## src/i2crs_pkg.sv

```systemverilog
// Constants and types shared by the two-wire register access slave.
// Assumes a 50 MHz system clock; all figures below are fixed by the hardware.
package i2crs_pkg;

   // System clock period in nanoseconds.
   localparam int CLK_PERIOD_NS = 20;

   // Highest bus rates served, in kHz: standard, fast, fast plus, high speed.
   localparam int SCL_STD_KHZ   = 100;
   localparam int SCL_FAST_KHZ  = 400;
   localparam int SCL_FPLUS_KHZ = 1000;
   localparam int SCL_HS_KHZ    = 3400;

   // Spike suppression of the low-speed and high-speed input filter sets.
   localparam int LS_SPIKE_NS = 50;
   localparam int HS_SPIKE_NS = 10;
   localparam int LS_FILT_CYC = (LS_SPIKE_NS + CLK_PERIOD_NS - 1) / CLK_PERIOD_NS;
   localparam int HS_FILT_CYC = (HS_SPIKE_NS + CLK_PERIOD_NS - 1) / CLK_PERIOD_NS;
   localparam logic [1:0] LS_FILT_LIM = 2'(LS_FILT_CYC - 1);
   localparam logic [1:0] HS_FILT_LIM = 2'(HS_FILT_CYC - 1);

   // Bus addresses chosen by the phase configuration pins.
   localparam logic [6:0] SLV_ADDR_LOW  = 7'h30;
   localparam logic [6:0] SLV_ADDR_HIGH = 7'h34;

   // High-speed master code 00001xxx: only the top five bits are compared.
   localparam logic [4:0] MCODE_PAT = 5'h01;

   // Register pointer value after reset and after every STOP.
   localparam logic [7:0] PTR_RESET = 8'h00;

   // Bit counts within one byte.
   localparam logic [3:0] BITS_PER_BYTE = 4'h8;
   localparam logic [3:0] LAST_TX_BIT   = 4'h7;

   // Write queue shape: register index and data byte per entry.
   localparam int WFIFO_WIDTH = 16;
   localparam int WFIFO_DEPTH = 8;

   typedef enum logic [2:0] {
      I2CRS_IDLE,
      I2CRS_ADDR,
      I2CRS_MCODE,
      I2CRS_AACK,
      I2CRS_WR,
      I2CRS_WACK,
      I2CRS_RD,
      I2CRS_RACK
   } i2crs_state_t;

   typedef struct packed {
      logic       s1;
      logic       s2;
      logic       out;
      logic [1:0] cnt;
   } i2crs_filt_t;

   localparam i2crs_filt_t FILT_RST = '{s1: 1'b1, s2: 1'b1, out: 1'b1, cnt: 2'h0};

   typedef struct packed {
      i2crs_state_t st;
      logic         scl_prev;
      logic         sda_prev;
      logic [2:0]   cfg_s1;
      logic [2:0]   cfg_s2;
      logic [3:0]   bitcnt;
      logic [7:0]   shreg;
      logic [7:0]   ptr;
      logic         rw;
      logic         got_ptr;
      logic         wpend;
      logic         more;
      logic         hs;
      logic         sda_oe;
      logic         sda_o;
      logic         push;
      logic [7:0]   waddr;
      logic [7:0]   wdat;
   } i2crs_slv_t;

   localparam i2crs_slv_t SLV_RST = '{
      st: I2CRS_IDLE, scl_prev: 1'b1, sda_prev: 1'b1, cfg_s1: 3'h0, cfg_s2: 3'h0,
      bitcnt: 4'h0, shreg: 8'h00, ptr: PTR_RESET, rw: 1'b0, got_ptr: 1'b0,
      wpend: 1'b0, more: 1'b0, hs: 1'b0, sda_oe: 1'b0, sda_o: 1'b0, push: 1'b0,
      waddr: 8'h00, wdat: 8'h00};

endpackage

```

## src/i2crs_fifo.sv

```systemverilog
// Shift-register FIFO with valid and ready on both sides.
// Assumes push and pop come from logic on the same clock.
`timescale 1ns/1ps
module i2crs_fifo #(
   parameter int WIDTH = 16,
   parameter int DEPTH = 8
) (
   input  wire logic             clock,
   input  wire logic             rst_n,
   input  wire logic             in_valid,
   output logic                  in_ready,
   input  wire logic [WIDTH-1:0] in_data,
   output logic                  out_valid,
   input  wire logic             out_ready,
   output logic      [WIDTH-1:0] out_data
);

   typedef struct packed {
      logic [DEPTH-1:0]            vld;
      logic [DEPTH-1:0][WIDTH-1:0] mem;
   } i2crs_fifo_st_t;

   i2crs_fifo_st_t q;
   i2crs_fifo_st_t d;
   logic           placed;

   always_comb begin
      d      = q;
      placed = 1'b0;
      if (q.vld[0] && out_ready) begin
         d.vld = {1'b0, q.vld[DEPTH-1:1]};
         d.mem = {{WIDTH{1'b0}}, q.mem[DEPTH-1:1]};
      end
      if (in_valid && !q.vld[DEPTH-1]) begin
         for (int i = 0; i < DEPTH; i++) begin
            if (!placed && !d.vld[i]) begin
               d.vld[i] = 1'b1;
               d.mem[i] = in_data;
               placed   = 1'b1;
            end
         end
      end
   end

   always_ff @(posedge clock) begin
      if (!rst_n) begin
         q <= '0;
      end else begin
         q <= d;
      end
   end

   assign in_ready  = !q.vld[DEPTH-1];
   assign out_valid = q.vld[0];
   assign out_data  = q.mem[0];

endmodule // i2crs_fifo

```

## src/i2crs_filt.sv

```systemverilog
// Input conditioner for one bus line: two-flop synchroniser, then spike filter.
// Assumes the line is asynchronous to clock and idles high.
`timescale 1ns/1ps
module i2crs_filt (
   input  wire logic clock,
   input  wire logic rst_n,
   input  wire logic line_i,
   input  wire logic hs,
   output logic      line_f
);

   i2crs_pkg::i2crs_filt_t q;
   i2crs_pkg::i2crs_filt_t d;
   logic [1:0]             lim;

   always_comb begin
      d     = q;
      d.s1  = line_i;
      d.s2  = q.s1;
      lim   = hs ? i2crs_pkg::HS_FILT_LIM : i2crs_pkg::LS_FILT_LIM; // RULE5
      if (q.s2 == q.out) begin
         d.cnt = 2'h0;
      end else if (q.cnt == lim) begin
         d.out = q.s2;
         d.cnt = 2'h0;
      end else begin
         d.cnt = q.cnt + 2'h1;
      end
   end

   always_ff @(posedge clock) begin
      if (!rst_n) begin
         q <= i2crs_pkg::FILT_RST;
      end else begin
         q <= d;
      end
   end

   assign line_f = q.out;

endmodule // i2crs_filt

```

## src/i2crs_slave.sv

```systemverilog
// Two-wire bus slave giving a bus master byte access to an 8-bit register space.
// Assumes a register file on the same clock: it answers rd_addr combinationally
// on rd_data and drains queued writes through wr_valid and wr_ready.
//
// Contract
// (RULE1) Serve bus rates from zero to 3.4 MHz.
// (RULE2) Never hold the clock line low.
// (RULE3) Low-speed filters after reset and every STOP.
// (RULE4) Only the master code selects high-speed filters.
// (RULE5) High-speed mode uses a separate filter set.
// (RULE6) STOP restores low-speed; repeated START keeps filters.
// (RULE7) Single write: address, pointer, data, all acknowledged.
// (RULE8) Data byte takes effect at acknowledge rising edge.
// (RULE9) Sequential write stores bytes in successive registers.
// (RULE10) Pair mode: pointer then data, repeated.
// (RULE11) Single read: acknowledge address, send pointed byte.
// (RULE12) Master acknowledge fetches the next register byte.
// (RULE13) Master ends every read with not-acknowledge.
// (RULE14) Every STOP resets the register pointer to zero.
// (RULE15) Master may read register zero right after STOP.
// (RULE16) General call address is never acknowledged.
// (RULE17) Address from three phase pins; top pin dominates.
// (RULE18) After STOP or mismatch, wait for START.
// (RULE19) Master code 00001xxx is refused, then high speed.
// (RULE20) Pointer advances by one after each data byte; a byte written in pair mode leaves it unchanged.
`timescale 1ns/1ps
module i2crs_slave (
   input  wire logic       clock,
   input  wire logic       rst_n,
   input  wire logic       scl_i,
   input  wire logic       sda_i,
   output logic            sda_o,
   output logic            sda_oe,
   input  wire logic       phase_config_pin_0,
   input  wire logic       phase_config_pin_1,
   input  wire logic       phase_config_pin_2,
   input  wire logic       pair_mode,
   output logic [7:0]      rd_addr,
   input  wire logic [7:0] rd_data,
   output logic            wr_valid,
   input  wire logic       wr_ready,
   output logic [7:0]      wr_addr,
   output logic [7:0]      wr_data,
   output logic            hs_mode
);

   i2crs_pkg::i2crs_slv_t q;
   i2crs_pkg::i2crs_slv_t d;

   logic        scl_f;
   logic        sda_f;
   logic        scl_rise;
   logic        scl_fall;
   logic        start_det;
   logic        stop_det;
   logic [6:0]  own_addr;
   logic        fifo_rdy;
   logic [15:0] fifo_out;

   // Both lines pass the synchroniser and the filter set chosen by the mode.
   i2crs_filt u_scl_filt (
      .clock  (clock),
      .rst_n  (rst_n),
      .line_i (scl_i),
      .hs     (q.hs),
      .line_f (scl_f)
   ); // RULE1

   i2crs_filt u_sda_filt (
      .clock  (clock),
      .rst_n  (rst_n),
      .line_i (sda_i),
      .hs     (q.hs),
      .line_f (sda_f)
   ); // RULE5

   // Received writes queue here until the register file takes them.
   i2crs_fifo #(
      .WIDTH (i2crs_pkg::WFIFO_WIDTH),
      .DEPTH (i2crs_pkg::WFIFO_DEPTH)
   ) u_wfifo (
      .clock     (clock),
      .rst_n     (rst_n),
      .in_valid  (q.push),
      .in_ready  (fifo_rdy),
      .in_data   ({q.waddr, q.wdat}),
      .out_valid (wr_valid),
      .out_ready (wr_ready),
      .out_data  (fifo_out)
   );

   assign wr_addr = fifo_out[15:8];
   assign wr_data = fifo_out[7:0];

   // Bus events seen on the filtered lines.
   assign scl_rise  = scl_f && !q.scl_prev;
   assign scl_fall  = !scl_f && q.scl_prev;
   assign start_det = scl_f && q.scl_prev && q.sda_prev && !sda_f;
   assign stop_det  = scl_f && q.scl_prev && !q.sda_prev && sda_f;

   // Own address from the synchronised phase pins.
   assign own_addr = q.cfg_s2[2] ? i2crs_pkg::SLV_ADDR_HIGH
                   : (i2crs_pkg::SLV_ADDR_LOW | {5'h00, q.cfg_s2[1:0]}); // RULE17

   always_comb begin
      d          = q;
      d.scl_prev = scl_f;
      d.sda_prev = sda_f;
      d.cfg_s1   = {phase_config_pin_2, phase_config_pin_1, phase_config_pin_0};
      d.cfg_s2   = q.cfg_s1;
      d.push     = 1'b0;
      if (start_det) begin
         // A repeated START leaves the filter selection untouched.
         d.st      = i2crs_pkg::I2CRS_ADDR; // RULE6
         d.bitcnt  = 4'h0;
         d.sda_oe  = 1'b0;
         d.got_ptr = 1'b0;
         d.wpend   = 1'b0;
      end else if (stop_det) begin
         d.st      = i2crs_pkg::I2CRS_IDLE; // RULE18
         d.ptr     = i2crs_pkg::PTR_RESET; // RULE14
         d.hs      = 1'b0; // RULE3
         d.sda_oe  = 1'b0;
         d.got_ptr = 1'b0;
         d.wpend   = 1'b0;
      end else begin
         unique case (q.st)
            i2crs_pkg::I2CRS_IDLE: begin
               // Clock edges are ignored until the next START.
               d.st = i2crs_pkg::I2CRS_IDLE; // RULE18
            end
            i2crs_pkg::I2CRS_ADDR: begin
               if (scl_rise) begin
                  d.shreg  = {q.shreg[6:0], sda_f};
                  d.bitcnt = q.bitcnt + 4'h1;
               end else if (scl_fall && q.bitcnt == i2crs_pkg::BITS_PER_BYTE) begin
                  if (q.shreg[7:3] == i2crs_pkg::MCODE_PAT) begin
                     d.st = i2crs_pkg::I2CRS_MCODE; // RULE19
                  end else if (q.shreg[7:1] == own_addr) begin
                     d.sda_oe = 1'b1; // RULE7
                     d.rw     = q.shreg[0];
                     d.st     = i2crs_pkg::I2CRS_AACK;
                  end else begin
                     // Mismatch and general call stay released.
                     d.st = i2crs_pkg::I2CRS_IDLE; // RULE16
                  end
               end
            end
            i2crs_pkg::I2CRS_MCODE: begin
               // The master code is left unacknowledged, then the fast filters engage.
               if (scl_fall) begin
                  d.hs = 1'b1; // RULE4
                  d.st = i2crs_pkg::I2CRS_IDLE; // RULE19
               end
            end
            i2crs_pkg::I2CRS_AACK: begin
               if (scl_fall) begin
                  d.bitcnt = 4'h0;
                  if (q.rw) begin
                     d.shreg  = rd_data; // RULE11
                     d.sda_oe = !rd_data[7];
                     d.st     = i2crs_pkg::I2CRS_RD;
                  end else begin
                     d.sda_oe = 1'b0;
                     d.st     = i2crs_pkg::I2CRS_WR;
                  end
               end
            end
            i2crs_pkg::I2CRS_WR: begin
               if (scl_rise) begin
                  d.shreg  = {q.shreg[6:0], sda_f};
                  d.bitcnt = q.bitcnt + 4'h1;
               end else if (scl_fall && q.bitcnt == i2crs_pkg::BITS_PER_BYTE) begin
                  if (!q.got_ptr) begin
                     d.ptr     = q.shreg; // RULE7
                     d.got_ptr = 1'b1;
                     d.sda_oe  = 1'b1;
                     d.st      = i2crs_pkg::I2CRS_WACK;
                  end else if (fifo_rdy) begin
                     d.wpend  = 1'b1; // RULE9
                     d.sda_oe = 1'b1;
                     d.st     = i2crs_pkg::I2CRS_WACK;
                  end else begin
                     // A full queue refuses the byte rather than stretch the clock.
                     d.sda_oe = 1'b0; // RULE2
                     d.st     = i2crs_pkg::I2CRS_IDLE;
                  end
               end
            end
            i2crs_pkg::I2CRS_WACK: begin
               if (scl_rise && q.wpend) begin
                  d.push  = 1'b1; // RULE8
                  d.waddr = q.ptr;
                  d.wdat  = q.shreg;
                  d.wpend = 1'b0;
                  if (pair_mode) begin
                     d.got_ptr = 1'b0; // RULE10
                  end else begin
                     d.ptr = q.ptr + 8'h01; // RULE20
                  end
               end else if (scl_fall) begin
                  d.sda_oe = 1'b0;
                  d.bitcnt = 4'h0;
                  d.st     = i2crs_pkg::I2CRS_WR;
               end
            end
            i2crs_pkg::I2CRS_RD: begin
               if (scl_fall) begin
                  if (q.bitcnt < i2crs_pkg::LAST_TX_BIT) begin
                     d.shreg  = {q.shreg[6:0], 1'b0};
                     d.sda_oe = !q.shreg[6];
                     d.bitcnt = q.bitcnt + 4'h1;
                  end else begin
                     d.sda_oe = 1'b0;
                     d.ptr    = q.ptr + 8'h01; // RULE20
                     d.st     = i2crs_pkg::I2CRS_RACK;
                  end
               end
            end
            i2crs_pkg::I2CRS_RACK: begin
               if (scl_rise) begin
                  d.more = !sda_f;
               end else if (scl_fall) begin
                  if (q.more) begin
                     d.shreg  = rd_data; // RULE12
                     d.sda_oe = !rd_data[7];
                     d.bitcnt = 4'h0;
                     d.st     = i2crs_pkg::I2CRS_RD;
                  end else begin
                     // A not-acknowledge ends the read; wait for STOP or START.
                     d.st = i2crs_pkg::I2CRS_IDLE; // RULE13
                  end
               end
            end
         endcase
      end
   end

   always_ff @(posedge clock) begin
      if (!rst_n) begin
         q <= i2crs_pkg::SLV_RST; // RULE3
      end else begin
         q <= d;
      end
   end

   assign sda_o   = q.sda_o;
   assign sda_oe  = q.sda_oe;
   assign rd_addr = q.ptr;
   assign hs_mode = q.hs;

endmodule // i2crs_slave

```

## config.mk

```make
export PLATFORM = sky130hd
export DESIGN_NAME = i2crs_slave
export DESIGN_NICKNAME = d
export VERILOG_FILES = /design/src/i2crs_pkg.sv /design/src/i2crs_fifo.sv /design/src/i2crs_filt.sv /design/src/i2crs_slave.sv
export SDC_FILE = /design/constraint.sdc
export NUM_CORES = 1
export LEC_CHECK = 0
export BUFFER_PORTS_ARGS = -buffer_cell sky130_fd_sc_hd__buf_2
export CAP_MARGIN = 5
export CELL_PAD_IN_SITES_DETAIL_PLACEMENT = 0
export CELL_PAD_IN_SITES_GLOBAL_PLACEMENT = 1
export CORE_UTILIZATION = 52
export DETAILED_ROUTE_END_ITERATION = 16
export GPL_TIMING_DRIVEN = 1
export PLACE_DENSITY_LB_ADDON = 0.1
export SETUP_SLACK_MARGIN = 0.3
export SKIP_LAST_GASP = 1
export SLEW_MARGIN = 40
export SYNTH_ARGS = -nofsm -noshare
export SYNTH_HDL_FRONTEND = slang
export SYNTH_HIERARCHICAL = 1
export SYNTH_SLANG_ARGS = --single-unit
```

## constraint.sdc

```tcl
create_clock -name clock -period 5.8 [get_ports clock]
set_input_delay 0.58 -clock clock [delete_from_list [all_inputs] [get_ports clock]]
set_output_delay 0.58 -clock clock [all_outputs]
set_load 0.05 [all_outputs]
```

==> flow_summary_export.csv <==
group,metric,value,unit
run_status,status,"complete, no violations",
route,wl_per_cell,19.3,um
clocking,ctsLongestPathBuffers,2,
critical_path,path_max_fanout,23,
global_route,track_usage,25.5,%
clocking,clk_latency,430,ps
sta,relSlewSlack,44.3,%
yosys,syn_avg_cell_area,9.34,um2
power_and_ir_drop,p_clk_share,44.6,%
power_and_ir_drop,vdd.ir_drop.worst,0.200,mV
power_and_ir_drop,internal_power,2.03,mW
yosys,syn_nets,1126,
die,fp.coreArea,19500,um2
sta,worst_pin_slew,834,ps
job,cap_violations,0,
yosys,ys_seq_area_share,38.8,%
critical_path,cp.required,6130,ps
place,dpl_cell_area,10300,um2
global_route,grt_max_degree,86,
sta,finalCritPeriodShare,45.1,%
critical_path,worstRegToRegCells,5,
clocking,cts_tree,"built",
power_and_ir_drop,total_power,2.62,mW
yosys,postSynth.asyncResetShare,0,%
critical_path,path_class,"reg -> reg",
power_and_ir_drop,leakagePower,5.05,nW
yosys,synth-edff-count,0,
route,m1WireLength,13100,um
sta,fin_skew,6.71,ps
critical_path,worstPathArrival,2940,ps
global_route,grt_pass1_wl,40600,um
cells_and_area,multiInputGateArea,5540,um2
clocking,clock_sinks,200,
power_and_ir_drop,switching_share,22.5,%
yosys,syn_area,10300,um2
power_and_ir_drop,powerDensity,241,nW/um2
yosys,yosys_warnings,6,
clocking,cts_root_buf,"clkbuf_16",
sta,worst_slack,3180,ps
sta,hold_viol,0,
worst_hold_path,whs_path_depth,2,
power_and_ir_drop,p_comb_share,2.8,%
route,routed.top_layer,"met4",
cells_and_area,fillers,1837,
yosys,ys_seq_elements,200,
die,die-area,20400,um2
die,die_x,143,um
sta,drv_slew,0,
die,die_y,143,um
die,ios,45,
route,wl_met3,1560,um
clocking,cts_max_level,4,
critical_path,endpoint_kind,"register",
critical_path,startpoint_type,"register",
yosys,yosysTopAreaCell,"dfxtp_1",
cells_and_area,drive_above_1_share,11.2,%
sta,rsz0062_at_grt,"no",
cells_and_area,fin_nets,1076,
global_route,grt-ovfl-total,0,
sta,setup_viol_count_final,0,
route,wl,25700,um
die,fp-row-count,51,
route,ant_nets,0,
yosys,synth.top_cells.by_area,"dfxtp_1, mux2i_1, a21o_1, o211ai_1, nand2_1",
clocking,cts.clk_slew.worst_paths,70,ps
yosys,syn_inst,1106,
cells_and_area,final_area,10900,um2
route,route.met2.wl,10700,um
cells_and_area,areaGrowthSynthToFinish,5.32,%
route,drt_pass1_iterations,5,
sta,fin_setup_tns,0,ps
cells_and_area,num_antenna_cells,0,
global_route,antenna_found_initial,0,
place,gp_congestion,0.856,
yosys,yosysTopAreaCellShare,38.8,%
critical_path,reg2reg_slack,3180,ps
clocking,post_cts_buffers,0,
clocking,cts_buffers,17,
worst_hold_path,hold_path.class,"in -> reg",
place,portBuffers,43,
place,dpl.hpwl,16700,um
clocking,hold_buffers,0,
route,drc_errors,0,
die,initial_core_util,53.1,%
route,first_iter_violations,736,
place,dp_slack,3010,ps
route,via_per_inst,6.02,
route,vias,8019,
power_and_ir_drop,seqPwrFrac,52.6,%
sta,period_minus_slack,2620,ps
clocking,cts_resized,0,
yosys,ys_types,87,
yosys,synth_ff_type,"dfxtp_1",
cells_and_area,regArea,4010,um2
power_and_ir_drop,p_sw,0.589,mW
sta,max_freq,382,MHz
global_route,grt_pass1_vias,7221,
[layer usage]
layer | vias up | GRT usage, %
met5 | - | 0
met4 | 0 | 7.19
met3 | 22 | 5.50
met2 | 212 | 36.0
met1 | 3814 | 38.4
li1 | 3971 | -
[cell type report]
cell class,count,share of cell area [%]
inverters,17,0.587
clock inverters,9,0.828
clock buffers,21,4.43
multi-input cells,762,50.9
repair buffers,58,3.36
flip-flops and latches,200,36.8
well taps,265,3.05
[path summary, 6_finish.rpt]
kind | start | end
max | q[52] | q[52]
min reg2reg | u_scl_filt/d[3] | u_scl_filt/q[3]
max reg2reg | q[52] | q[52]
min | scl_i | u_scl_filt/d[3]
[critical path: stages, from the launching register on]
cell and delay, ps:
dfxtp_1 870, nand2_1 340, nor3_4 660, o21ai_0 180, nor3b_2 190, mux2_2 280
[state kept, by name (all words and copies together), names as in the netlist, 3 cells and up]
name              count
d                     3
u_wfifo/out_data     16
u_scl_filt/q          3
u_wfifo/q           119
u_sda_filt/q          3
rd_addr               8
q                    41
[cells in the final DEF (no fill, tap or decap), types with 4 or more instances in the layout]
| cell | Yosys | routed |
|---|---|---|
| a211o_1 | 5 | 5 |
| a211oi_1 | 17 | 17 |
| a21o_1 | 100 | 100 |
| a21oi_1 | 49 | 48 |
| a221oi_1 | 6 | 6 |
| a311oi_1 | 26 | 26 |
| a31oi_1 | 6 | 6 |
| and2_1 | 9 | 9 |
| and3_1 | 5 | 5 |
| and4b_1 | 4 | 4 |
| buf_2 | 31 | 41 |
| buf_4 | 37 | 13 |
| clkbuf_16 | 0 | 18 |
| dfxtp_1 | 200 | 198 |
| inv_1 | 17 | 17 |
| mux2i_1 | 130 | 130 |
| nand2_1 | 119 | 118 |
| nand2b_1 | 18 | 18 |
| nand3_1 | 10 | 10 |
| nand3b_1 | 4 | 4 |
| nand4_1 | 4 | 4 |
| nand4b_1 | 6 | 6 |
| nor2_1 | 24 | 24 |
| nor2b_1 | 6 | 6 |
| nor3_1 | 9 | 9 |
| o211ai_1 | 96 | 96 |
| o21ai_0 | 8 | 8 |
| o221a_2 | 4 | 4 |
| o31ai_1 | 4 | 4 |
| or3_1 | 4 | 4 |
| xor2_1 | 9 | 9 |
[through the flow]
stage               std cells  hold WS (ps)  utilization [%]
floorplan                1106           386                -
global placement         1297           389             52.5
detailed placement       1300           399             52.8
CTS                      1330           309             55.7
global route             1332           326             55.9
finish                   1332           323             55.9
[cells in the mapped netlist, types with 4 or more instances]
master / n
mux2i_1: 130
and4b_1: 4
a221oi_1: 6
buf_1: 11
nand4b_1: 6
buf_6: 9
o211ai_1: 96
and3_1: 5
or3_1: 4
nand2_1: 119
nand4_1: 4
nand3b_1: 4
a31oi_1: 6
and2_1: 9
buf_2: 31
dfxtp_1: 200
a21o_1: 100
nor3_1: 9
nor2b_1: 6
o221a_2: 4
a211o_1: 5
a311oi_1: 26
o31ai_1: 4
inv_1: 17
clkbuf_1: 37
nand2b_1: 18
nor2_1: 24
o21ai_0: 8
xor2_1: 9
a211oi_1: 17
nand3_1: 10
a21oi_1: 49
buf_4: 37
[power groups by stage]
stage,clock [mW],combinational [mW],sequential (mW)
global placement,0,0.0693,1.41
floorplan,0,0.0517,1.41
global route,1.25,0.0782,1.38
finish,1.17,0.0726,1.38
detailed placement,0,0.0696,1.41
CTS,1.20,0.0699,1.38
[cells by family after synthesis]
family	share of synthesized area (%)
AOI/OAI and AO/OA	26.5
and+or+nand+nor	12.7
DFF	38.8
buffers and inverters	7.82
muxes	12.8
xor gates and xnor gates	1.02
adders and majority gates	0.363
other	0.0363
No activity file was read; power rests on OpenSTA's default activity.
